### src/logic/mbf_pkg.sv
// Notes on behaviour
// - Filter mode 100: triple-check line messages, report them, enable echo reception.
// - Filter mode 001: forward every received line message each 6 ms, unfiltered.
// - Filter mode 010: report a line message only when it differs from the last.
// - Filter mode 011: report a changed command after three identical messages.
// - A changed status value is repeated in three superframes by its sender.
// - All overhead bits become one when leaving power-down.
// - Each status bit is validated alone; algorithm chosen by field bits 3 and 4.
// - Field bit 5 picks triple match or the reporting algorithm for state machine.
// - Spare bits use the status algorithm or on change; never checksum covered.
// - Checksum covered bits are reported one superframe later, after the check.
// - Once after reset the mode strap presets the low three filter bits.
// - Once after reset the checksum strap presets the upper filter bits.
// - Config stays writable; it takes effect on each entry to deactivated.
// - With triple match, status changes reach the state machine once approved.
// - Same filter plus checksum: state machine informed at next superframe end.
// - Cleared source mask bit sends the commanded status bit, else state machine's.
// - Source mask bit 6 selects the busy bit source; busy-select command writes it.
// - Report mask gates status reports; its bit 6 picks received busy or one.
// - Commanded status goes in the next superframe; reports carry validated values.
// - Spare bit commands accepted anytime; reports carry last verified spare bits.
// - Monitor messages are only issued while the receiver is synchronized.
package mbf_pkg;

  localparam int unsigned M4_W      = 8;
  localparam int unsigned SP_W      = 3;
  localparam int unsigned EOC_W     = 12;
  localparam int unsigned TRIPLE_N  = 3;

  // Register indices on the register-access message port
  localparam logic [1:0] REG_CFG    = 2'h0;
  localparam logic [1:0] REG_TXMASK = 2'h1;
  localparam logic [1:0] REG_RXMASK = 2'h2;
  localparam logic [1:0] REG_ACTCFG = 2'h3;

  // Filter config field positions
  localparam int unsigned CFG_EOC_LSB = 0;
  localparam int unsigned CFG_M4_LSB  = 3;
  localparam int unsigned CFG_FSM_BIT = 5;
  localparam int unsigned CFG_M56_BIT = 6;
  localparam int unsigned BUSY_BIT    = 6;

  // Strap preset values
  localparam logic [2:0] CFG_LO_AUTO  = 3'h4;
  localparam logic [2:0] CFG_LO_TRANS = 3'h1;
  localparam logic [4:0] CFG_HI_CHK   = 5'h06;
  localparam logic [4:0] CFG_HI_NOCHK = 5'h00;

  localparam logic [7:0] TXMASK_RST = 8'hFF;
  localparam logic [7:0] RXMASK_RST = 8'hFF;
  localparam logic [2:0] LAST_FRAME = 3'h7;
  localparam logic [1:0] EOC_LAST   = 2'h3;

  typedef enum logic [2:0] {
    EOC_TRANSP = 3'b001,
    EOC_ONCHG  = 3'b010,
    EOC_TRIPLE = 3'b011,
    EOC_AUTO   = 3'b100
  } mbf_eoc_mode_t;

  typedef enum logic [1:0] {
    ALG_CHANGE = 2'b00,
    ALG_TRIPLE = 2'b01,
    ALG_CHECK  = 2'b10,
    ALG_BOTH   = 2'b11
  } mbf_alg_t;

endpackage

### src/logic/mbf_eoc_if.sv
`timescale 1ns/1ps
interface mbf_eoc_if;
  logic                       word_valid;
  logic [mbf_pkg::EOC_W-1:0]  word;
  mbf_pkg::mbf_eoc_mode_t     mode;
  logic                       tx_valid;
  logic [mbf_pkg::EOC_W-1:0]  tx_word;
  logic                       out_valid;
  logic [mbf_pkg::EOC_W-1:0]  out_word;

  modport top  (output word_valid, word, mode, tx_valid, tx_word,
                input  out_valid, out_word);
  modport filt (input  word_valid, word, mode, tx_valid, tx_word,
                output out_valid, out_word);
endinterface

### src/logic/mbf_triple_match.sv
`timescale 1ns/1ps
module mbf_triple_match #(
  parameter int unsigned W = 8
) (
  input  wire logic         clk,
  input  wire logic         nrst,
  input  wire logic         load,
  input  wire logic [W-1:0] load_val,
  input  wire logic [W-1:0] smp_en,
  input  wire logic [W-1:0] smp,
  output logic      [W-1:0] acc
);

  logic [W-1:0] cand_ff;
  logic [W-1:0] acc_ff;
  logic [1:0]   cnt_ff [W];

  // Per-bit candidate and run length
  always_ff @(posedge clk) begin
    for (int i = 0; i < W; i++) begin
      if (!nrst || load) begin
        cand_ff[i] <= 1'b1;
        cnt_ff[i]  <= 2'h0;
      end else if (smp_en[i]) begin
        cand_ff[i] <= smp[i];
        if (smp[i] != cand_ff[i]) begin
          cnt_ff[i] <= 2'h1;
        end else if (cnt_ff[i] < 2'(mbf_pkg::TRIPLE_N - 1)) begin
          cnt_ff[i] <= cnt_ff[i] + 2'h1;
        end
      end
    end
  end

  // Accept on the third identical sample; hold otherwise
  always_ff @(posedge clk) begin
    for (int i = 0; i < W; i++) begin
      if (!nrst) begin
        acc_ff[i] <= 1'b1;
      end else if (load) begin
        acc_ff[i] <= load_val[i];
      end else if (smp_en[i] && smp[i] == cand_ff[i]
                   && cnt_ff[i] == 2'(mbf_pkg::TRIPLE_N - 1)) begin
        acc_ff[i] <= smp[i];
      end
    end
  end

  assign acc = acc_ff;

endmodule // mbf_triple_match

### src/logic/mbf_eoc_filter.sv
`timescale 1ns/1ps
module mbf_eoc_filter (
  input  wire logic clk,
  input  wire logic nrst,
  mbf_eoc_if.filt   eoc
);

  localparam int unsigned EW = mbf_pkg::EOC_W;

  logic [EW-1:0] prev_ff;
  logic [EW-1:0] cand_ff;
  logic [EW-1:0] rep_ff;
  logic [EW-1:0] ret_word_ff;
  logic [1:0]    cnt_ff;
  logic          ret_en_ff;
  logic          out_valid_ff;
  logic [EW-1:0] out_word_ff;
  logic          same;
  logic          hit;
  logic          fire;

  assign same = (eoc.word == cand_ff);
  assign hit  = same && cnt_ff == 2'(mbf_pkg::TRIPLE_N - 1);

  always_comb begin
    unique case (eoc.mode)
      mbf_pkg::EOC_TRANSP: fire = 1'b1;
      mbf_pkg::EOC_ONCHG:  fire = (eoc.word != prev_ff);
      mbf_pkg::EOC_TRIPLE: fire = hit && (eoc.word != rep_ff);
      mbf_pkg::EOC_AUTO:   fire = hit && (eoc.word != rep_ff
                                  || (ret_en_ff && eoc.word == ret_word_ff));
      default:             fire = 1'b0;
    endcase
  end

  // Echo reception armed once a command has gone downstream
  always_ff @(posedge clk) begin
    if (!nrst) begin
      ret_en_ff   <= 1'b0;
      ret_word_ff <= '1;
    end else if (eoc.tx_valid) begin
      ret_en_ff   <= 1'b1;
      ret_word_ff <= eoc.tx_word;
    end
  end

  always_ff @(posedge clk) begin
    if (!nrst) begin
      prev_ff <= '1;
      cand_ff <= '1;
      cnt_ff  <= 2'h0;
      rep_ff  <= '1;
    end else if (eoc.word_valid) begin
      prev_ff <= eoc.word;
      cand_ff <= eoc.word;
      if (!same) begin
        cnt_ff <= 2'h1;
      end else if (!hit && cnt_ff < 2'(mbf_pkg::TRIPLE_N - 1)) begin
        cnt_ff <= cnt_ff + 2'h1;
      end
      if (fire) begin
        rep_ff <= eoc.word;
      end
    end
  end

  always_ff @(posedge clk) begin
    if (!nrst) begin
      out_valid_ff <= 1'b0;
      out_word_ff  <= '1;
    end else begin
      out_valid_ff <= eoc.word_valid && fire;
      if (eoc.word_valid && fire) begin
        out_word_ff <= eoc.word;
      end
    end
  end

  assign eoc.out_valid = out_valid_ff;
  assign eoc.out_word  = out_word_ff;

endmodule // mbf_eoc_filter

### src/logic/mbf_maint_filter.sv
`timescale 1ns/1ps
module mbf_maint_filter #(
  parameter logic [7:0] TXMASK_INIT = mbf_pkg::TXMASK_RST,
  parameter logic [7:0] RXMASK_INIT = mbf_pkg::RXMASK_RST
) (
  input  wire logic        clk,
  input  wire logic        nrst,
  input  wire logic        auto_mode_strap,
  input  wire logic        check_filter_strap,
  input  wire logic        rx_sync,
  input  wire logic        deact_entry,
  input  wire logic        pdown_exit,
  input  wire logic        rx_frame,
  input  wire logic [2:0]  rx_frame_num,
  input  wire logic [2:0]  rx_eoc_bits,
  input  wire logic        rx_m4_bit,
  input  wire logic        rx_m5_bit,
  input  wire logic        rx_m6_bit,
  input  wire logic        rx_check_ok,
  input  wire logic        reg_wr,
  input  wire logic        reg_rd,
  input  wire logic [1:0]  reg_idx,
  input  wire logic [7:0]  reg_wdata,
  output logic      [7:0]  reg_rdata,
  input  wire logic        busy_sel_valid,
  input  wire logic        busy_sel_fsm,
  input  wire logic        ovh_cmd_valid,
  input  wire logic [7:0]  ovh_cmd_m4,
  input  wire logic [2:0]  ovh_cmd_spare,
  input  wire logic        ops_cmd_valid,
  input  wire logic [11:0] ops_cmd_word,
  input  wire logic [7:0]  fsm_tx_m4,
  output logic             ops_msg_valid,
  output logic      [11:0] ops_msg_data,
  output logic             ovh_msg_valid,
  output logic      [7:0]  ovh_msg_m4,
  output logic      [2:0]  ovh_msg_spare,
  output logic      [7:0]  fsm_rx_m4,
  output logic             fsm_st_busy,
  output logic      [7:0]  tx_m4,
  output logic      [2:0]  tx_spare
);

  localparam int unsigned MW = mbf_pkg::M4_W;
  localparam int unsigned SW = mbf_pkg::SP_W;

  // ----------------------------------------------------------------
  // Helpers
  // ----------------------------------------------------------------
  function automatic mbf_pkg::mbf_alg_t m4_alg(input logic [7:0] cfg);
    return mbf_pkg::mbf_alg_t'(cfg[mbf_pkg::CFG_M4_LSB +: 2]);
  endfunction

  function automatic logic [7:0] strap_cfg(input logic auto_s, input logic chk_s);
    return {chk_s ? mbf_pkg::CFG_HI_CHK : mbf_pkg::CFG_HI_NOCHK,
            auto_s ? mbf_pkg::CFG_LO_AUTO : mbf_pkg::CFG_LO_TRANS};
  endfunction

  // ----------------------------------------------------------------
  // Configuration registers
  // ----------------------------------------------------------------
  logic [7:0] cfg_ff;
  logic [7:0] cfg_act_ff;
  logic [7:0] txmask_ff;
  logic [7:0] rxmask_ff;
  logic       strap_done_ff;
  logic [7:0] rdata_ff;

  // Straps are caught on the first clock after reset release
  always_ff @(posedge clk) begin
    if (!nrst) begin
      strap_done_ff <= 1'b0;
    end else begin
      strap_done_ff <= 1'b1;
    end
  end

  always_ff @(posedge clk) begin
    if (!nrst) begin
      cfg_ff <= 8'h00;
    end else if (!strap_done_ff) begin
      cfg_ff <= strap_cfg(auto_mode_strap, check_filter_strap);
    end else if (reg_wr && reg_idx == mbf_pkg::REG_CFG) begin
      cfg_ff <= reg_wdata;
    end
  end

  // Working copy only follows the register on entry to deactivated
  always_ff @(posedge clk) begin
    if (!nrst) begin
      cfg_act_ff <= 8'h00;
    end else if (!strap_done_ff) begin
      cfg_act_ff <= strap_cfg(auto_mode_strap, check_filter_strap);
    end else if (deact_entry) begin
      cfg_act_ff <= cfg_ff;
    end
  end

  // Busy-select command shares bit 6 with the register; the later
  // write wins. Alternating them during loop test is the caller's fault.
  always_ff @(posedge clk) begin
    if (!nrst) begin
      txmask_ff <= TXMASK_INIT;
    end else if (busy_sel_valid) begin
      txmask_ff[mbf_pkg::BUSY_BIT] <= busy_sel_fsm;
    end else if (reg_wr && reg_idx == mbf_pkg::REG_TXMASK) begin
      txmask_ff <= reg_wdata;
    end
  end

  always_ff @(posedge clk) begin
    if (!nrst) begin
      rxmask_ff <= RXMASK_INIT;
    end else if (reg_wr && reg_idx == mbf_pkg::REG_RXMASK) begin
      rxmask_ff <= reg_wdata;
    end
  end

  always_ff @(posedge clk) begin
    if (!nrst) begin
      rdata_ff <= 8'h00;
    end else if (reg_rd) begin
      unique case (reg_idx)
        mbf_pkg::REG_CFG:    rdata_ff <= cfg_ff;
        mbf_pkg::REG_TXMASK: rdata_ff <= txmask_ff;
        mbf_pkg::REG_RXMASK: rdata_ff <= rxmask_ff;
        mbf_pkg::REG_ACTCFG: rdata_ff <= cfg_act_ff;
      endcase
    end
  end

  assign reg_rdata = rdata_ff;

  // ----------------------------------------------------------------
  // Frame assembly
  // ----------------------------------------------------------------
  logic [MW-1:0] m4_sh_ff;
  logic [SW-1:0] sp_sh_ff;
  logic [8:0]    eoc_sh_ff;
  logic          sf_end;
  logic [MW-1:0] m4_sf;
  logic [SW-1:0] sp_sf;

  assign sf_end = rx_frame && rx_frame_num == mbf_pkg::LAST_FRAME;

  always_comb begin
    m4_sf = m4_sh_ff;
    m4_sf[rx_frame_num] = rx_m4_bit;
  end

  assign sp_sf = sp_sh_ff;

  // Spare bits: frame 0 M5, frame 1 M5, frame 0 M6; error bit skipped
  always_ff @(posedge clk) begin
    if (!nrst) begin
      m4_sh_ff  <= '1;
      sp_sh_ff  <= '1;
      eoc_sh_ff <= '1;
    end else if (rx_frame) begin
      m4_sh_ff  <= m4_sf;
      eoc_sh_ff <= {eoc_sh_ff[5:0], rx_eoc_bits};
      if (rx_frame_num == 3'h0) begin
        sp_sh_ff[0] <= rx_m5_bit;
        sp_sh_ff[2] <= rx_m6_bit;
      end
      if (rx_frame_num == 3'h1) begin
        sp_sh_ff[1] <= rx_m5_bit;
      end
    end
  end

  // ----------------------------------------------------------------
  // Line message channel
  // ----------------------------------------------------------------
  mbf_eoc_if eoc_bus ();

  assign eoc_bus.word_valid = rx_frame && rx_frame_num[1:0] == mbf_pkg::EOC_LAST;
  assign eoc_bus.word       = {eoc_sh_ff, rx_eoc_bits};
  assign eoc_bus.mode       = mbf_pkg::mbf_eoc_mode_t'(cfg_act_ff[mbf_pkg::CFG_EOC_LSB +: 3]);
  assign eoc_bus.tx_valid   = ops_cmd_valid;
  assign eoc_bus.tx_word    = ops_cmd_word;

  mbf_eoc_filter u_eoc (
    .clk  (clk),
    .nrst (nrst),
    .eoc  (eoc_bus.filt)
  );

  assign ops_msg_valid = eoc_bus.out_valid && rx_sync;
  assign ops_msg_data  = eoc_bus.out_word;

  // ----------------------------------------------------------------
  // Checksum cover: hold a superframe until its check arrives
  // ----------------------------------------------------------------
  logic [MW-1:0] pend_m4_ff;
  logic          pend_vld_ff;
  logic [MW-1:0] cp_m4_ff;
  logic          check_pass;
  logic          check_pass_d_ff;
  logic          sf_end_d_ff;
  logic [MW-1:0] raw_m4_ff;
  logic [SW-1:0] raw_sp_ff;

  assign check_pass = sf_end && pend_vld_ff && rx_check_ok;

  always_ff @(posedge clk) begin
    if (!nrst || pdown_exit) begin
      pend_m4_ff  <= '1;
      pend_vld_ff <= 1'b0;
      cp_m4_ff    <= '1;
    end else if (sf_end) begin
      pend_m4_ff  <= m4_sf;
      pend_vld_ff <= 1'b1;
      if (check_pass) begin
        cp_m4_ff <= pend_m4_ff;
      end
    end
  end

  always_ff @(posedge clk) begin
    if (!nrst) begin
      sf_end_d_ff     <= 1'b0;
      check_pass_d_ff <= 1'b0;
      raw_m4_ff       <= '1;
      raw_sp_ff       <= '1;
    end else begin
      sf_end_d_ff     <= sf_end;
      check_pass_d_ff <= check_pass;
      if (sf_end) begin
        raw_m4_ff <= m4_sf;
        raw_sp_ff <= sp_sf;
      end
    end
  end

  // ----------------------------------------------------------------
  // Per-bit triple match filters
  // ----------------------------------------------------------------
  logic [MW-1:0] tll_raw;
  logic [MW-1:0] tll_chk;
  logic [SW-1:0] tll_sp;
  logic [MW-1:0] bit_en;

  assign bit_en = rx_frame ? MW'(1) << rx_frame_num : '0;

  mbf_triple_match #(.W(MW)) u_tll_raw (
    .clk      (clk),
    .nrst     (nrst),
    .load     (pdown_exit),
    .load_val ({MW{1'b1}}),
    .smp_en   (bit_en),
    .smp      ({MW{rx_m4_bit}}),
    .acc      (tll_raw)
  );

  mbf_triple_match #(.W(MW)) u_tll_chk (
    .clk      (clk),
    .nrst     (nrst),
    .load     (pdown_exit),
    .load_val ({MW{1'b1}}),
    .smp_en   ({MW{check_pass}}),
    .smp      (pend_m4_ff),
    .acc      (tll_chk)
  );

  mbf_triple_match #(.W(SW)) u_tll_sp (
    .clk      (clk),
    .nrst     (nrst),
    .load     (pdown_exit),
    .load_val ({SW{1'b1}}),
    .smp_en   ({SW{sf_end}}),
    .smp      (sp_sf),
    .acc      (tll_sp)
  );

  // ----------------------------------------------------------------
  // Validated values and reporting
  // ----------------------------------------------------------------
  logic [MW-1:0] val_m4_ff;
  logic [SW-1:0] val_sp_ff;
  logic [MW-1:0] nxt_val_m4;
  logic [SW-1:0] nxt_val_sp;
  logic          nxt_report;
  logic          ovh_valid_ff;
  logic [MW-1:0] ovh_m4_ff;
  logic [SW-1:0] ovh_sp_ff;

  always_comb begin
    unique case (m4_alg(cfg_act_ff))
      mbf_pkg::ALG_CHANGE: nxt_val_m4 = raw_m4_ff;
      mbf_pkg::ALG_TRIPLE: nxt_val_m4 = tll_raw;
      mbf_pkg::ALG_CHECK:  nxt_val_m4 = check_pass_d_ff ? cp_m4_ff : val_m4_ff;
      mbf_pkg::ALG_BOTH:   nxt_val_m4 = tll_chk;
    endcase
  end

  // Spare bits never see the checksum, so check modes drop to the rest
  always_comb begin
    if (cfg_act_ff[mbf_pkg::CFG_M56_BIT]) begin
      nxt_val_sp = raw_sp_ff;
    end else begin
      unique case (m4_alg(cfg_act_ff))
        mbf_pkg::ALG_CHANGE: nxt_val_sp = raw_sp_ff;
        mbf_pkg::ALG_TRIPLE: nxt_val_sp = tll_sp;
        mbf_pkg::ALG_CHECK:  nxt_val_sp = raw_sp_ff;
        mbf_pkg::ALG_BOTH:   nxt_val_sp = tll_sp;
      endcase
    end
  end

  assign nxt_report = (|((nxt_val_m4 ^ val_m4_ff) & rxmask_ff))
                      || (nxt_val_sp != val_sp_ff);

  // Values settle one cycle after superframe end so the last bit counts
  always_ff @(posedge clk) begin
    if (!nrst || pdown_exit) begin
      val_m4_ff <= '1;
      val_sp_ff <= '1;
    end else if (sf_end_d_ff) begin
      val_m4_ff <= nxt_val_m4;
      val_sp_ff <= nxt_val_sp;
    end
  end

  always_ff @(posedge clk) begin
    if (!nrst) begin
      ovh_valid_ff <= 1'b0;
      ovh_m4_ff    <= '1;
      ovh_sp_ff    <= '1;
    end else begin
      ovh_valid_ff <= sf_end_d_ff && nxt_report && rx_sync;
      if (sf_end_d_ff && nxt_report) begin
        ovh_m4_ff <= nxt_val_m4;
        ovh_sp_ff <= nxt_val_sp;
      end
    end
  end

  assign ovh_msg_valid = ovh_valid_ff;
  assign ovh_msg_m4    = ovh_m4_ff;
  assign ovh_msg_spare = ovh_sp_ff;

  // Triple path reaches the state machine per bit, mid-superframe
  assign fsm_rx_m4 = cfg_act_ff[mbf_pkg::CFG_FSM_BIT] ? val_m4_ff
                                                      : tll_raw;
  assign fsm_st_busy = rxmask_ff[mbf_pkg::BUSY_BIT] ? fsm_rx_m4[mbf_pkg::BUSY_BIT]
                                                    : 1'b1;

  // ----------------------------------------------------------------
  // Transmit side
  // ----------------------------------------------------------------
  logic [MW-1:0] cmd_m4_ff;
  logic [SW-1:0] cmd_sp_ff;
  logic [MW-1:0] tx_m4_ff;
  logic [SW-1:0] tx_sp_ff;

  always_ff @(posedge clk) begin
    if (!nrst || pdown_exit) begin
      cmd_m4_ff <= '1;
      cmd_sp_ff <= '1;
    end else if (ovh_cmd_valid) begin
      cmd_m4_ff <= ovh_cmd_m4;
      cmd_sp_ff <= ovh_cmd_spare;
    end
  end

  // Latched at superframe end: a command lands in the next superframe
  always_ff @(posedge clk) begin
    if (!nrst || pdown_exit) begin
      tx_m4_ff <= '1;
      tx_sp_ff <= '1;
    end else if (sf_end) begin
      tx_m4_ff <= (txmask_ff & fsm_tx_m4) | (~txmask_ff & cmd_m4_ff);
      tx_sp_ff <= cmd_sp_ff;
    end
  end

  // The sender holds a new value for three superframes itself
  assign tx_m4    = tx_m4_ff;
  assign tx_spare = tx_sp_ff;

endmodule // mbf_maint_filter

### config.mk
export PLATFORM = sky130hd
export DESIGN_NAME = mbf_maint_filter
export DESIGN_NICKNAME = d
export VERILOG_FILES = /design/src/logic/mbf_pkg.sv /design/src/logic/mbf_eoc_if.sv /design/src/logic/mbf_triple_match.sv /design/src/logic/mbf_eoc_filter.sv /design/src/logic/mbf_maint_filter.sv
export SDC_FILE = /design/constraint.sdc
export NUM_CORES = 1
export LEC_CHECK = 0
export ABC_AREA = 1
export BUFFER_PORTS_ARGS = -buffer_cell sky130_fd_sc_hd__buf_2
export CAP_MARGIN = 25
export CORE_UTILIZATION = 57
export DETAILED_ROUTE_END_ITERATION = 10
export PLACE_DENSITY = 0.75
export SLEW_MARGIN = 0
export SYNTH_ARGS = -nofsm -noshare
export SYNTH_HDL_FRONTEND = slang
export SYNTH_SLANG_ARGS = --single-unit
### constraint.sdc
create_clock -name clk -period 2.2 [get_ports clk]
set_input_delay 0.22 -clock clk [delete_from_list [all_inputs] [get_ports clk]]
set_output_delay 0.22 -clock clk [all_outputs]
set_load 0.03 [all_outputs]
=== Word level (Yosys, flattened, before mapping) ===
Memory sizes are Yosys's and may differ from the RTL's.
Index checks and enable logic that the tools add are counted.

* Bits in writable memories: 38
* Flip-flop bits (word level): 226
* Memories kept: 3
* Input bits: 65
* Output and inout bits: 53

* $lt $le $gt $ge: 22
* Reduce and logical (&&, ||, !) cells: 74
* Add/subtract/negate cells: 20
* Multiplexer cells: 234
* Shifts and indexed selects: 1
* Bitwise operators: 46
* Equality and inequality tests: 79

{| class="wikitable"
|+ Memory list
! name !! depth !! width !! rd ports !! clocked after Yosys merged registers in !! write ports !! RTL line !! source
|-
| u_tll_chk.cnt_ff || 8 || 2 || 8 || 0 || 8 || mbf_triple_match.sv:16 || <nowiki>logic [1:0] cnt_ff [W];</nowiki>
|-
| u_tll_raw.cnt_ff || 8 || 2 || 8 || 0 || 8 || mbf_triple_match.sv:16 ||
|-
| u_tll_sp.cnt_ff || 3 || 2 || 3 || 0 || 3 || mbf_triple_match.sv:16 ||
|}

{| class="wikitable"
|+ Operator list
! cell !! count
|-
| $mux W1 || 177
|-
| $mux W2 || 40
|-
| $pmux W8 S4 || 2
|-
| $mux W8 || 7
|-
| $logic_and A1 B1 Y1 || 55
|-
| $eq A2 B2 Y1 const B || 25
|-
| $add A2 B1 Y2 const B || 20
|-
| $lt A2 B2 Y1 const B || 20
|-
| $or A1 B1 Y1 || 38
|-
| $and A8 B8 Y8 || 3
|-
| $eq A12 B12 Y1 || 2
|-
| $ne A12 B12 Y1 || 2
|-
| $eq A1 B1 Y1 || 19
|-
| $ne A1 B1 Y1 || 19
|-
| $reduce_and A2 Y1 || 6
|-
| $mux W3 || 3
|-
| $bwmux W8 || 1
|-
| $not A8 Y8 || 1
|-
| $or A8 B8 Y8 || 1
|-
| $reduce_or A8 Y1 || 1
|-
| $shl A1 B3 Y8 const A || 1
|-
| $xor A8 B8 Y8 || 1
|-
| $mux W7 || 1
|-
| $eq A3 B1 Y1 const B || 2
|-
| other kinds (18) || 29
|}

=== Logic depth before layout (Yosys ltp) ===
Gate-level depths: netlist of run 1.

* Word-level depth: 9
* Depth in mapped cells: 16
* Mapped depth without buffers: 15

=== Cells and area by module ===
A second synthesis of run 1 with hierarchy kept.

* Cells, all modules: 1744
* Area total of the unflattened synthesis: 12383.1 µm²

{| class="wikitable"
|+ By module, submodules not included
! module !! cells an instance !! seq. area each (µm²) !! area each (µm²) !! times used
|-
| mbf_maint_filter || 849 || 2702.6 || 5935.7 || 1
|-
| mbf_eoc_filter || 329 || 800.8 || 2118.3 || 1
|-
| mbf_triple_match at u_tll_chk || 237 || 800.8 || 1794.2 || 1
|-
| mbf_triple_match at u_tll_raw || 237 || 800.8 || 1786.7 || 1
|-
| mbf_triple_match at u_tll_sp || 92 || 300.3 || 748.2 || 1
|}

=== Worst setup path before layout of run 1 ===
No wires, ideal clock.

* Kind: flip-flop to flip-flop
* Start: reg, netlist name u_eoc.eoc.out_word[2]
* End: reg u_eoc.out_word_ff[2], in the netlist u_eoc.eoc.out_word[2]
* Cell stages (with the launch flop): 12
* Path slack: 596 ps
* Buffers on the path: 1
* Arrival: 1487 ps
* Setup time: 117 ps
* Clock period less this slack: 1604 ps
* Path through: dfxtp_1 > xnor2_1 > nand2_1 > nor3_1 > nand3_1 > nand2_1 > nand2_1 > nand2_1 > nand2_2 > buf_2 > a21oi_1 > nand2_1

{| class="wikitable"
|+ RTL lines
! item !! RTL line !! source
|-
| end signal, assigned || mbf_eoc_filter.sv:74 || <nowiki>out_word_ff <= eoc.word;</nowiki>
|-
| end, declared || mbf_eoc_filter.sv:17 || <nowiki>logic [EW-1:0] out_word_ff;</nowiki>
|}

=== Worst setup path in the final report of run 1 ===
* Start: reg cfg_act_ff[5]
* End: out fsm_rx_m4[5]

* Cells in the longest elaborated chain, start to end: 1

{| class="wikitable"
|+ RTL lines
! item !! RTL line !! source
|-
| start, declared || mbf_maint_filter.sv:63 || <nowiki>logic [7:0] cfg_act_ff;</nowiki>
|-
| start signal, assigned || mbf_maint_filter.sv:93 || <nowiki>cfg_act_ff <= strap_cfg(auto_mode_strap, check_filter_strap);</nowiki>
|-
| start signal, assigned || mbf_maint_filter.sv:95 || <nowiki>cfg_act_ff <= cfg_ff;</nowiki>
|-
| $mux W8 || mbf_maint_filter.sv:344 || <nowiki>assign fsm_rx_m4 = cfg_act_ff[mbf_pkg::CFG_FSM_BIT] ? val_m4_ff</nowiki>
|-
| end, declared || mbf_maint_filter.sv:38 || <nowiki>output logic [7:0] fsm_rx_m4,</nowiki>
|}

No other way between the ends.

==> summary.md, run 1 <==
| Metric | Value |
|---|---|
| Mean post-synth cell area | `7.72 um2` |
| Clock Path Buffers | `3` |
| Full die area | `0.0207 mm2` |
| RR Startpoint | `eoc_sh_ff[7]$_SDFFE_PN1P_` |
| CP endpoint kind | `primary output` |
| Largest net degree at the start of global routing | `72` |
| Max frequency | `478 MHz` |
| Layout Cells excl Fill | `1919` |
| Post-CTS Setup Bufs | `0` |
| Core Area | `0.0196 mm2` |
| HPWL Detailed | `20600 um` |
| Place WS | `197 ps` |
| Final Hold Slack | `17.2 ps` |
| Gr ovfl total | `0` |
| Critical Path AT | `1870 ps` |
| Synth Instances | `1486` |
| Setup crit end | `fsm_rx_m4[5]` |
| First-pass GRT wire length | `46700 um` |
| Initial antenna violation count | `0` |
| Slowest stage cell, crit path | `o21ai_0` |
| Diode count | `0` |
| Maximum fanout along the worst path | `16` |
| Yosys cell types | `49` |
| Clk Latency, worst-skew pair | `540 ps` |
| Most frequent cells in the layout | `nand2_1, dfxtp_1, inv_1` |
| Clock Sinks | `251` |
| Antenna Nets Post-Route | `0` |
| Site row count | `51` |
| Final max-slew violation count | `0` |
| R2r setup slk | `220 ps` |
| FF/Latch Area | `0.00541 mm2` |
| Die Ht | `144 um` |
| Syn nets | `1571` |
| Post-synth EDFFs | `38` |
| Vias | `10.3k` |
| RSZ-0062 raised after global routing | `false` |
| Worst path depth | `3` |
| Async set or reset register ratio after synthesis | `0` |
| Cell Area, Synth | `0.0115 mm2` |
| Drt total wl | `29500 um` |
| Worst hold path class | `in2reg` |
| Worst path max stage delay | `440 ps` |
| Startpoint Class | `flip-flop` |
| Vias in the first global route | `9494` |
| Hold Path Depth | `4` |
| Actual slew at the worst max-slew pin | `726 ps` |
| Final setup viols | `0` |
| CTS tree | `yes` |
| P&R area growth vs syn | `18.1%` |
| Status | `completed` |
| DRC marker count from the first detailed-route iteration | `718` |
| Static leakage | `0.00656 uW` |
| WP buf/inv | `2` |
| # DRC | `0` |
| Worst Path Required | `1980 ps` |
| Share of post-route cells with drive strength above 1 | `0.134` |
| Commonest non-fill, non-tap cell in the layout | `nand2_1` |
| Clock transition at path regs | `60 ps` |
| Cells after DPL | `1822` |
| Max cap viols | `0` |
| Vias per std cell | `5.38` |
| H-tree depth | `1` |
| Seq/Total Area, Yosys | `0.471` |
| Setup ws final | `108 ps` |
| Critical path launch point | `cfg_act_ff[5]$_SDFFE_PN0P_` |
| CTS buffer count | `26` |
| Post-synth top flop | `dfxtp_1` |
| Io pins | `118` |
| Final core utilization | `0.692` |
| Crit path kind | `reg2out` |
| Delay-heaviest family, CP | `buffers and inverters` |
| Cell Pwr Density | `745 mW/mm2` |
| CP Cell Sequence | `inv_1 > o21ai_0 > buf_2` |
| YS warnings | `0` |
| Starting Density | `0.586` |
| Relative slew margins | `0.513` |
| Final period util | `0.951` |
| # nets final | `1719` |
| Worst r2r path cells | `10` |
| Post-route minimum period | `2090 ps` |
| Flops & latches, synth | `251` |
| Die Width | `144 um` |
| Area occupied by multi-input gates | `0.00505 mm2` |
| Setup TNS | `0 ps` |
| Root buf cell | `clkbuf_16` |
| Routed wire length per instance | `15.4 um` |
| Total GRT Usage | `0.286` |
| Peak supply drop | `552 uV` |
| Placer congestion estimate | `0.925` |
| Filler Cell Count | `1640` |
| Buffers on Ports | `117` |
| Hold Vio Cnt, Final | `0` |
| Pre-antenna DRT Iters | `6` |
| Clock skew | `12.2 ps` |
| Reg2Reg Capture Point | `u_eoc.eoc.out_word[0]$_SDFFE_PN1P_` |
## sequential cells by signal, summed over array words and instances, names as in the netlist, 9 cells and up
register / cells
u_tll_chk.cnt_ff: 16
u_eoc.eoc.out_word: 12
u_tll_raw.cnt_ff: 16
u_eoc.ret_word_ff: 12
u_eoc.prev_ff: 12
eoc_sh_ff: 9
## metrics by stage
stage / cell area (um2) / total power, uW
global route: 13600 / 10500
floorplan: 11500 / 5670
global placement: 12300 / 5960
finish: 13600 / 10100
detailed placement: 12300 / 5980
CTS: 13600 / 10100
## worst reg2reg max path, cell delays in order, from the launching register on
cell and delay (ps):
dfxtp_1 470, xnor2_1 150, nand2_1 80, nor3_2 120
nand4_1 210, nor2_1 160, nand2_1 70, nand2_2 160
nand2_2 240, nand2_1 130, nand2_1 60
## timing repair
action | 4_1_cts | 5_1_grt
resized for setup | 0 | 1
endpoints found under the setup margin | 0 | 10
hold buffers | 49 | 0
endpoints found under the hold margin | 60 | 0
## Yosys cell counts (16+ instances only)
library cell    n  area (um2)
buf_2          16        80.1
nor2_1        109         409
o211ai_1       44         330
nand2_1       360        1350
xnor2_1        36         315
nand3_1       107         536
clkbuf_1       35         131
inv_1         183         687
ha_1           20         250
dfxtp_1       213        4260
o21ai_0        97         485
o22ai_1        17         106
edfxtp_1       38        1140
a21oi_1        77         385
## metal layers
metal | wire length, um | global-route usage | part of all wire | vias to the layer above
met2 | 13400 | 0.460 | 0.45 | 309
li1 | - | - | - | 5190
met4 | 811 | 0.101 | 0.027 | 0
met3 | 1710 | 0.0433 | 0.058 | 59
met1 | 13600 | 0.388 | 0.46 | 4772
met5 | 0 | 0 | 0 | -
## kinds of logic after synthesis
logic type               count (synthesis)  share of synthesized area
AND/OR/NAND/NOR                        625                      0.230
AO/OA/AOI/OAI                          283                      0.148
buffers and inverters                  256                     0.0897
flip-flops                             251                      0.471
XOR/XNOR                                50                     0.0382
adder cells (fa/ha/maj)                 20                     0.0218
multiplexers                             1                   0.000981
## cell type report
| type | count | share of cell area |
|---|---|---|
| inverters | 191 | 0.0533 |
| flip-flops and latches | 251 | 0.399 |
| clock inverters | 16 | 0.00812 |
| clock buffers | 32 | 0.0504 |
| repair buffers | 185 | 0.0918 |
| multi-input cells | 979 | 0.373 |
| well taps | 265 | 0.0245 |
## power breakdown
| group | switching, uW | internal (uW) | total [uW] | leakage, uW |
|---|---|---|---|---|
| registers | 111 | 4810 | 4920 | 0.00217 |
| clock network | 1800 | 2320 | 4120 | 0.000398 |
| logic | 663 | 392 | 1050 | 0.00400 |
| total | 2580 | 7520 | 10100 | 0.00656 |
## how the worst min path moves through the flow
stage	slack [ps]	start	end
CTS	0.9	auto_mode_strap	cfg_act_ff[2]$_SDFFE_PN0P_
detailed placement	430	u_eoc.cnt_ff[0]$_SDFFE_PN0P_	u_eoc.cnt_ff[0]$_SDFFE_PN0P_
global route	40	auto_mode_strap	cfg_act_ff[2]$_SDFFE_PN0P_
floorplan	250	nrst	strap_done_ff$_DFF_P_
global placement	420	u_eoc.cnt_ff[0]$_SDFFE_PN0P_	u_eoc.cnt_ff[0]$_SDFFE_PN0P_
finish	20	auto_mode_strap	cfg_act_ff[2]$_SDFFE_PN0P_
(Power assumes the default switching activity.)
==> run 2, diff against run 1 <==
- clock period: 2.2 -> 2.15 ns (I/O delays scaled with it)
==> summary.md, run 2 (synthesis results as in run 1) <==
| Metric | Value |
|---|---|
| FF/Latch Area | `0.00541 mm2` |
| Peak supply drop | `687 uV` |
| Max cap viols | `0` |
| P&R area growth vs syn | `19.6%` |
| Worst Path Required | `1930 ps` |
| Final core utilization | `0.700` |
| Static leakage | `0.00664 uW` |
| Worst hold path class | `in2reg` |
| Crit path kind | `reg2out` |
| Routed wire length per instance | `15.8 um` |
| Buffers on Ports | `117` |
| Reg2Reg Capture Point | `u_eoc.eoc.out_word[0]$_SDFFE_PN1P_` |
| Final max-slew violation count | `0` |
| Maximum fanout along the worst path | `16` |
| Area occupied by multi-input gates | `0.00506 mm2` |
| Largest net degree at the start of global routing | `72` |
| Max frequency | `502 MHz` |
| Share of post-route cells with drive strength above 1 | `0.139` |
| Io pins | `118` |
| Relative slew margins | `0.507` |
| Commonest non-fill, non-tap cell in the layout | `nand2_1` |
| H-tree depth | `1` |
| Vias per std cell | `5.42` |
| Slowest stage cell, crit path | `o21ai_0` |
| Full die area | `0.0207 mm2` |
| Most frequent cells in the layout | `nand2_1, dfxtp_1, inv_1` |
| RR Startpoint | `eoc_sh_ff[7]$_SDFFE_PN1P_` |
| Clock Sinks | `251` |
| Starting Density | `0.586` |
| # nets final | `1721` |
| Gr ovfl total | `0` |
| Startpoint Class | `flip-flop` |
| Biggest regs | `u_tll_chk.cnt_ff (16), u_tll_raw.cnt_ff (16)` |
| Worst path max stage delay | `380 ps` |
| Clk Latency, worst-skew pair | `530 ps` |
| DRC marker count from the first detailed-route iteration | `750` |
| Critical Path AT | `1780 ps` |
| RSZ-0062 raised after global routing | `false` |
| Diode count | `0` |
| First-pass GRT wire length | `47900 um` |
| Vias in the first global route | `9589` |
| Cell Pwr Density | `804 mW/mm2` |
| CTS buffer count | `26` |
| Die Width | `144 um` |
| Drt total wl | `30300 um` |
| HPWL Detailed | `20700 um` |
| Post-route minimum period | `1990 ps` |
| Core Area | `0.0196 mm2` |
| Hold Path Depth | `5` |
| CP Cell Sequence | `inv_1 > o21ai_0 > buf_2` |
| Site row count | `51` |
| Hold-critical path endpoint | `tx_m4[1]$_SDFFE_PN1P_` |
| Hold Vio Cnt, Final | `0` |
| Clock Path Buffers | `3` |
| Root buf cell | `clkbuf_16` |
| HP Start | `fsm_tx_m4[1]` |
| Placer congestion estimate | `0.864` |
| Worst r2r path cells | `9` |
| R2r setup slk | `240 ps` |
| Die Ht | `144 um` |
| Clock transition at path regs | `60 ps` |
| Status | `completed` |
| Pre-antenna DRT Iters | `6` |
| Final period util | `0.927` |
| Actual slew at the worst max-slew pin | `739 ps` |
| Initial antenna violation count | `0` |
| Total GRT Usage | `0.294` |
| # DRC | `0` |
| Filler Cell Count | `1593` |
| Clock skew | `14.1 ps` |
| Antenna Nets Post-Route | `0` |
| Final setup viols | `0` |
| CP endpoint kind | `primary output` |
| Setup TNS | `0 ps` |
| CTS tree | `yes` |
| Vias | `10.4k` |
| Post-CTS Setup Bufs | `0` |
-- run 2: cell types whose count changed in the layout (fill, tap and decap cells not counted), sizes merged --
cell / delta
buf: +3
bufinv: +4
clkinvlp: +2
clkbuf: +1
dlygate4sd3: -1
clkinv: -7
-- run 2: layout make-up --
| cell class | count | area share |
|---|---|---|
| flip-flops and latches | 251 | 0.394 |
| well taps | 265 | 0.0242 |
| repair buffers | 187 | 0.0906 |
| inverters | 191 | 0.0528 |
| clock inverters | 15 | 0.0154 |
| clock buffers | 33 | 0.0538 |
| multi-input cells | 979 | 0.369 |
-- run 2: where the power goes --
group          internal, uW  switching [uW]
registers              4920             116
logic                   401             684
clock network          3030            1890
-- run 2: worst max-delay path by stage --
| stage | from | to | slack [ps] | depth (start not counted) |
|---|---|---|---|---|
| global route | cfg_act_ff[5]$_SDFFE_PN0P_ | fsm_rx_m4[3] | 60 | 3 |
| detailed placement | eoc_sh_ff[7]$_SDFFE_PN1P_ | u_eoc.eoc.out_word[0]$_SDFFE_PN1P_ | 110 | 10 |
| global placement | eoc_sh_ff[7]$_SDFFE_PN1P_ | u_eoc.eoc.out_word[0]$_SDFFE_PN1P_ | 110 | 10 |
| CTS | cfg_act_ff[3]$_SDFFE_PN0P_ | ovh_msg_m4[2]$_SDFFE_PN1P_ | 90 | 12 |
| finish | cfg_act_ff[5]$_SDFFE_PN0P_ | fsm_rx_m4[3] | 160 | 3 |
| floorplan | u_eoc.eoc.out_word[2]$_SDFFE_PN1P_ | u_eoc.eoc.out_word[2]$_SDFFE_PN1P_ | 550 | 11 |
-- run 2: critical path: cells and delay by family, from the launching register on --
kind	cells	cell delay, ps
buffers and inverters	2	510
flip-flops	1	360
AO/OA/AOI/OAI	1	380
-- run 2: repair_timing --
| action | in CTS | in global routing |
|---|---|---|
| resized for setup | 0 | 5 |
| setup endpoints to repair | 0 | 25 |
| hold endpoints to repair | 59 | 0 |
| hold buffers | 48 | 0 |
-- run 2: per-layer routing --
layer,vias up,wire length (um),global-route usage,share of wire
met5,-,0,0,0
met4,0,661,0.0873,0.022
met3,53,1880,0.0407,0.062
met2,372,14200,0.485,0.47
met1,4804,13600,0.401,0.45
li1,5178,-,-,-
-- run 2: per-stage QoR --
stage / hold slack, ps / instance area [um2] / setup slack, ps / power, uW / std cells
6_report: 24.0 / 13700 / 158 / 11000 / 1921
5_1_grt: 33.0 / 13700 / 56.2 / 11400 / 1921
4_1_cts: 14.9 / 13700 / 91.6 / 11100 / 1921
3_5_place_dp: 423 / 12300 / 109 / 6120 / 1825
3_3_place_gp: 416 / 12300 / 114 / 6100 / 1825
2_1_floorplan: 243 / 11500 / 546 / 5800 / 1486
==> run 3, diff against run 2 <==
- ABC_AREA: 1 -> default
- PLACE_DENSITY: 0.75 -> 0.74
==> summary.md, run 3 <==
| Metric | Value |
|---|---|
| Status | `finished, violations left` |
| Failing checks | `negative setup slack` |
| Drt total wl | `32100 um` |
| Antenna Nets Post-Route | `0` |
| Die Width | `144 um` |
| Actual slew at the worst max-slew pin | `637 ps` |
| Synth Instances | `1269` |
| Synth Area in Compound Gates | `0.109` |
| Vias | `10.1k` |
| Hold Vio Cnt, Final | `0` |
| Filler Cell Count | `1416` |
| Routed wire length per instance | `18.3 um` |
| CP endpoint kind | `flip-flop` |
| Commonest non-fill, non-tap cell in the layout | `nand2_1` |
| Vias in the first global route | `9538` |
| P&R area growth vs syn | `24.6%` |
| Adder-cell share of the synthesized area | `0.0218` |
| Share of power burned in registers | `0.458` |
| CTS tree | `yes` |
| Most Used Layer, Global Route | `met2` |
| Core Area | `0.0196 mm2` |
| Most frequent cells in the layout | `nand2_1, dfxtp_1, buf_2` |
| GR Layer Usage met2 | `0.529` |
| YS warnings | `0` |
| # nets final | `1551` |
| Post-route minimum period | `2350 ps` |
| Die Ht | `144 um` |
| Design area | `0.0143 mm2` |
| Final setup viols | `12` |
| Vias per std cell | `5.75` |
| Seq/Total Area, Yosys | `0.470` |
| Syn nets | `1354` |
| Most frequent cells after synthesis | `nand2_1, dfxtp_1, mux2i_1` |
| Buffers on Ports | `117` |
| Flops & latches, synth | `251` |
| Startpoint Class | `flip-flop` |
| H-tree depth | `1` |
| Site row count | `51` |
| Relative slew margins | `0.571` |
| Placement Cell Area | `0.0128 mm2` |
| Mean post-synth cell area | `9.06 um2` |
| Most frequent cell after synthesis | `nand2_1` |
| First-pass GRT wire length | `49900 um` |
| Pre-antenna DRT Iters | `6` |
| Full die area | `0.0207 mm2` |
| Max cap viols | `0` |
| RSZ-0062 raised after global routing | `true` |
| Clk Latency, worst-skew pair | `530 ps` |
| Post-synth EDFFs | `38` |
| Placer congestion estimate | `0.939` |
| Setup TNS | `-2170 ps` |
| Clock skew | `9.23 ps` |
| Diode count | `0` |
| Net Switching | `2580 uW` |
| Initial antenna violation count | `0` |
| Share of post-route cells with drive strength above 1 | `0.204` |
| Worst Path Required | `2560 ps` |
| Post-synth top flop | `dfxtp_1` |
| Simple-gate share of the synthesized area | `0.189` |
| Post-synthesis mux area share | `0.119` |
| Synth area leader | `dfxtp_1` |
| Clock Power Share | `0.453` |
| Gr ovfl total | `0` |
| Maximum fanout along the worst path | `3` |
| Clock Sinks | `251` |
| Yosys cell types | `57` |
| CTS buffer count | `27` |
| Root buf cell | `clkbuf_16` |
| Biggest regs | `u_tll_chk.cnt_ff (16), u_tll_raw.cnt_ff (16)` |
| Cell Pwr Density | `764 mW/mm2` |
| Io pins | `118` |
| Static leakage | `0.00601 uW` |
| Critical Path AT | `2760 ps` |
| Met3 track demand over resource | `0.0344` |
| Synth top area share | `0.371` |
| Sw frac | `0.235` |
| Final max-slew violation count | `0` |
| Async set or reset register ratio after synthesis | `0` |
| Area occupied by multi-input gates | `0.00570 mm2` |
| Largest family of logic cells by synthesized area | `simple AND/OR/NAND/NOR gates` |
| DRC marker count from the first detailed-route iteration | `760` |
| Setup ws final | `-203 ps` |
| Global routing usage on met1 | `0.412` |
| Final period util | `1.09` |
| # DRC | `0` |
| Peak supply drop | `641 uV` |
| HPWL Detailed | `22100 um` |
| Logic pwr share | `0.089` |
| FF/Latch Area | `0.00541 mm2` |
| Worst hold path class | `in2reg` |
| Clock transition at path regs | `60 ps` |
| Starting Density | `0.587` |
| Cell Area, Synth | `0.0115 mm2` |
| Internal power | `8370 uW` |
| Clock Path Buffers | `3` |
| Xor/xnor cell area share of the yosys netlist | `0.0488` |
| Max frequency | `425 MHz` |
| Largest net degree at the start of global routing | `71` |
| Crit path kind | `reg2reg` |
| Top cells by area, synth | `dfxtp_1, edfxtp_1, mux2i_1, nand2_1, nor2_1` |
| Total GRT Usage | `0.310` |
-- run 3: cells by family (layout without fill, tap and decap cells) --
logic type	count (synthesis)	count (layout)
XOR/XNOR	64	64
multiplexers	124	124
adder cells (fa/ha/maj)	20	20
buffers and inverters	124	341
AND/OR/NAND/NOR	481	482
AO/OA/AOI/OAI	205	205
flip-flops	251	251
-- run 3: metal layers --
layer / up-vias / wire [um]
li1: 4817 / -
met1: 4811 / 13600
met2: 375 / 15600
met3: 78 / 1830
met4: 0 / 985
met5: - / 0
-- run 3: cell type report --
| class | instances | share of cell area |
|---|---|---|
| multi-input cells | 895 | 0.398 |
| repair buffers | 251 | 0.123 |
| inverters | 40 | 0.0105 |
| well taps | 265 | 0.0231 |
| clock buffers | 38 | 0.0573 |
| clock inverters | 12 | 0.0105 |
| flip-flops and latches | 251 | 0.378 |
-- run 3: power groups by stage --
stage	Combinational (uW)	Clock, uW	Sequential (uW)
2_1_floorplan	571	0	5110
3_3_place_gp	857	0	5110
3_5_place_dp	877	0	5110
4_1_cts	956	5010	5010
5_1_grt	1060	5200	5030
6_report	973	4960	5020
-- run 3: path summary, 6_finish.rpt --
path / depth (start not counted) / from / endpoint / slack (ps)
worst min register to register: 2 / cp_m4_ff[1]$_SDFFE_PN1P_ / cp_m4_ff[1]$_SDFFE_PN1P_ / 450
worst min-delay path: 3 / rx_eoc_bits[0] / u_eoc.prev_ff[0]$_SDFFE_PN1P_ / 20
worst max-delay path: 8 / check_pass_d_ff$_SDFF_PN0_ / ovh_msg_m4[1]$_SDFFE_PN1P_ / -200
worst max register to register: 8 / check_pass_d_ff$_SDFF_PN0_ / ovh_msg_m4[1]$_SDFFE_PN1P_ / -200
-- run 3: timing repair --
| item | CTS | global route |
|---|---|---|
| hold buffers | 45 | 0 |
| pin swaps | 3 | 1 |
| endpoints found under the setup margin | 12 | 25 |
| cloned | 1 | 0 |
| hold endpoints to repair | 56 | 0 |
| buffers inserted | 1 | 0 |
| resized for setup | 14 | 4 |
-- run 3: critical path, stage by stage, from the launching register on --
cell	delay, ps
dfxtp_2	340
mux2_4	290
mux4_2	480
xor2_1	160
and2_4	160
o41ai_4	380
buf_4	190
mux2i_1	180
nand2_1	60
-- run 3: metrics by stage --
step / utilization / hold WS (ps) / std cells / worst slack, ps / power, uW
6_report: 0.731 / 20.1 / 1752 / -203 / 10900
5_1_grt: 0.731 / 24.0 / 1752 / -325 / 11300
4_1_cts: 0.730 / 12.5 / 1752 / -130 / 11000
3_5_place_dp: 0.654 / 436 / 1655 / -176 / 5990
3_3_place_gp: 0.654 / 431 / 1655 / -138 / 5970
2_1_floorplan: - / 243 / 1269 / -83.5 / 5680
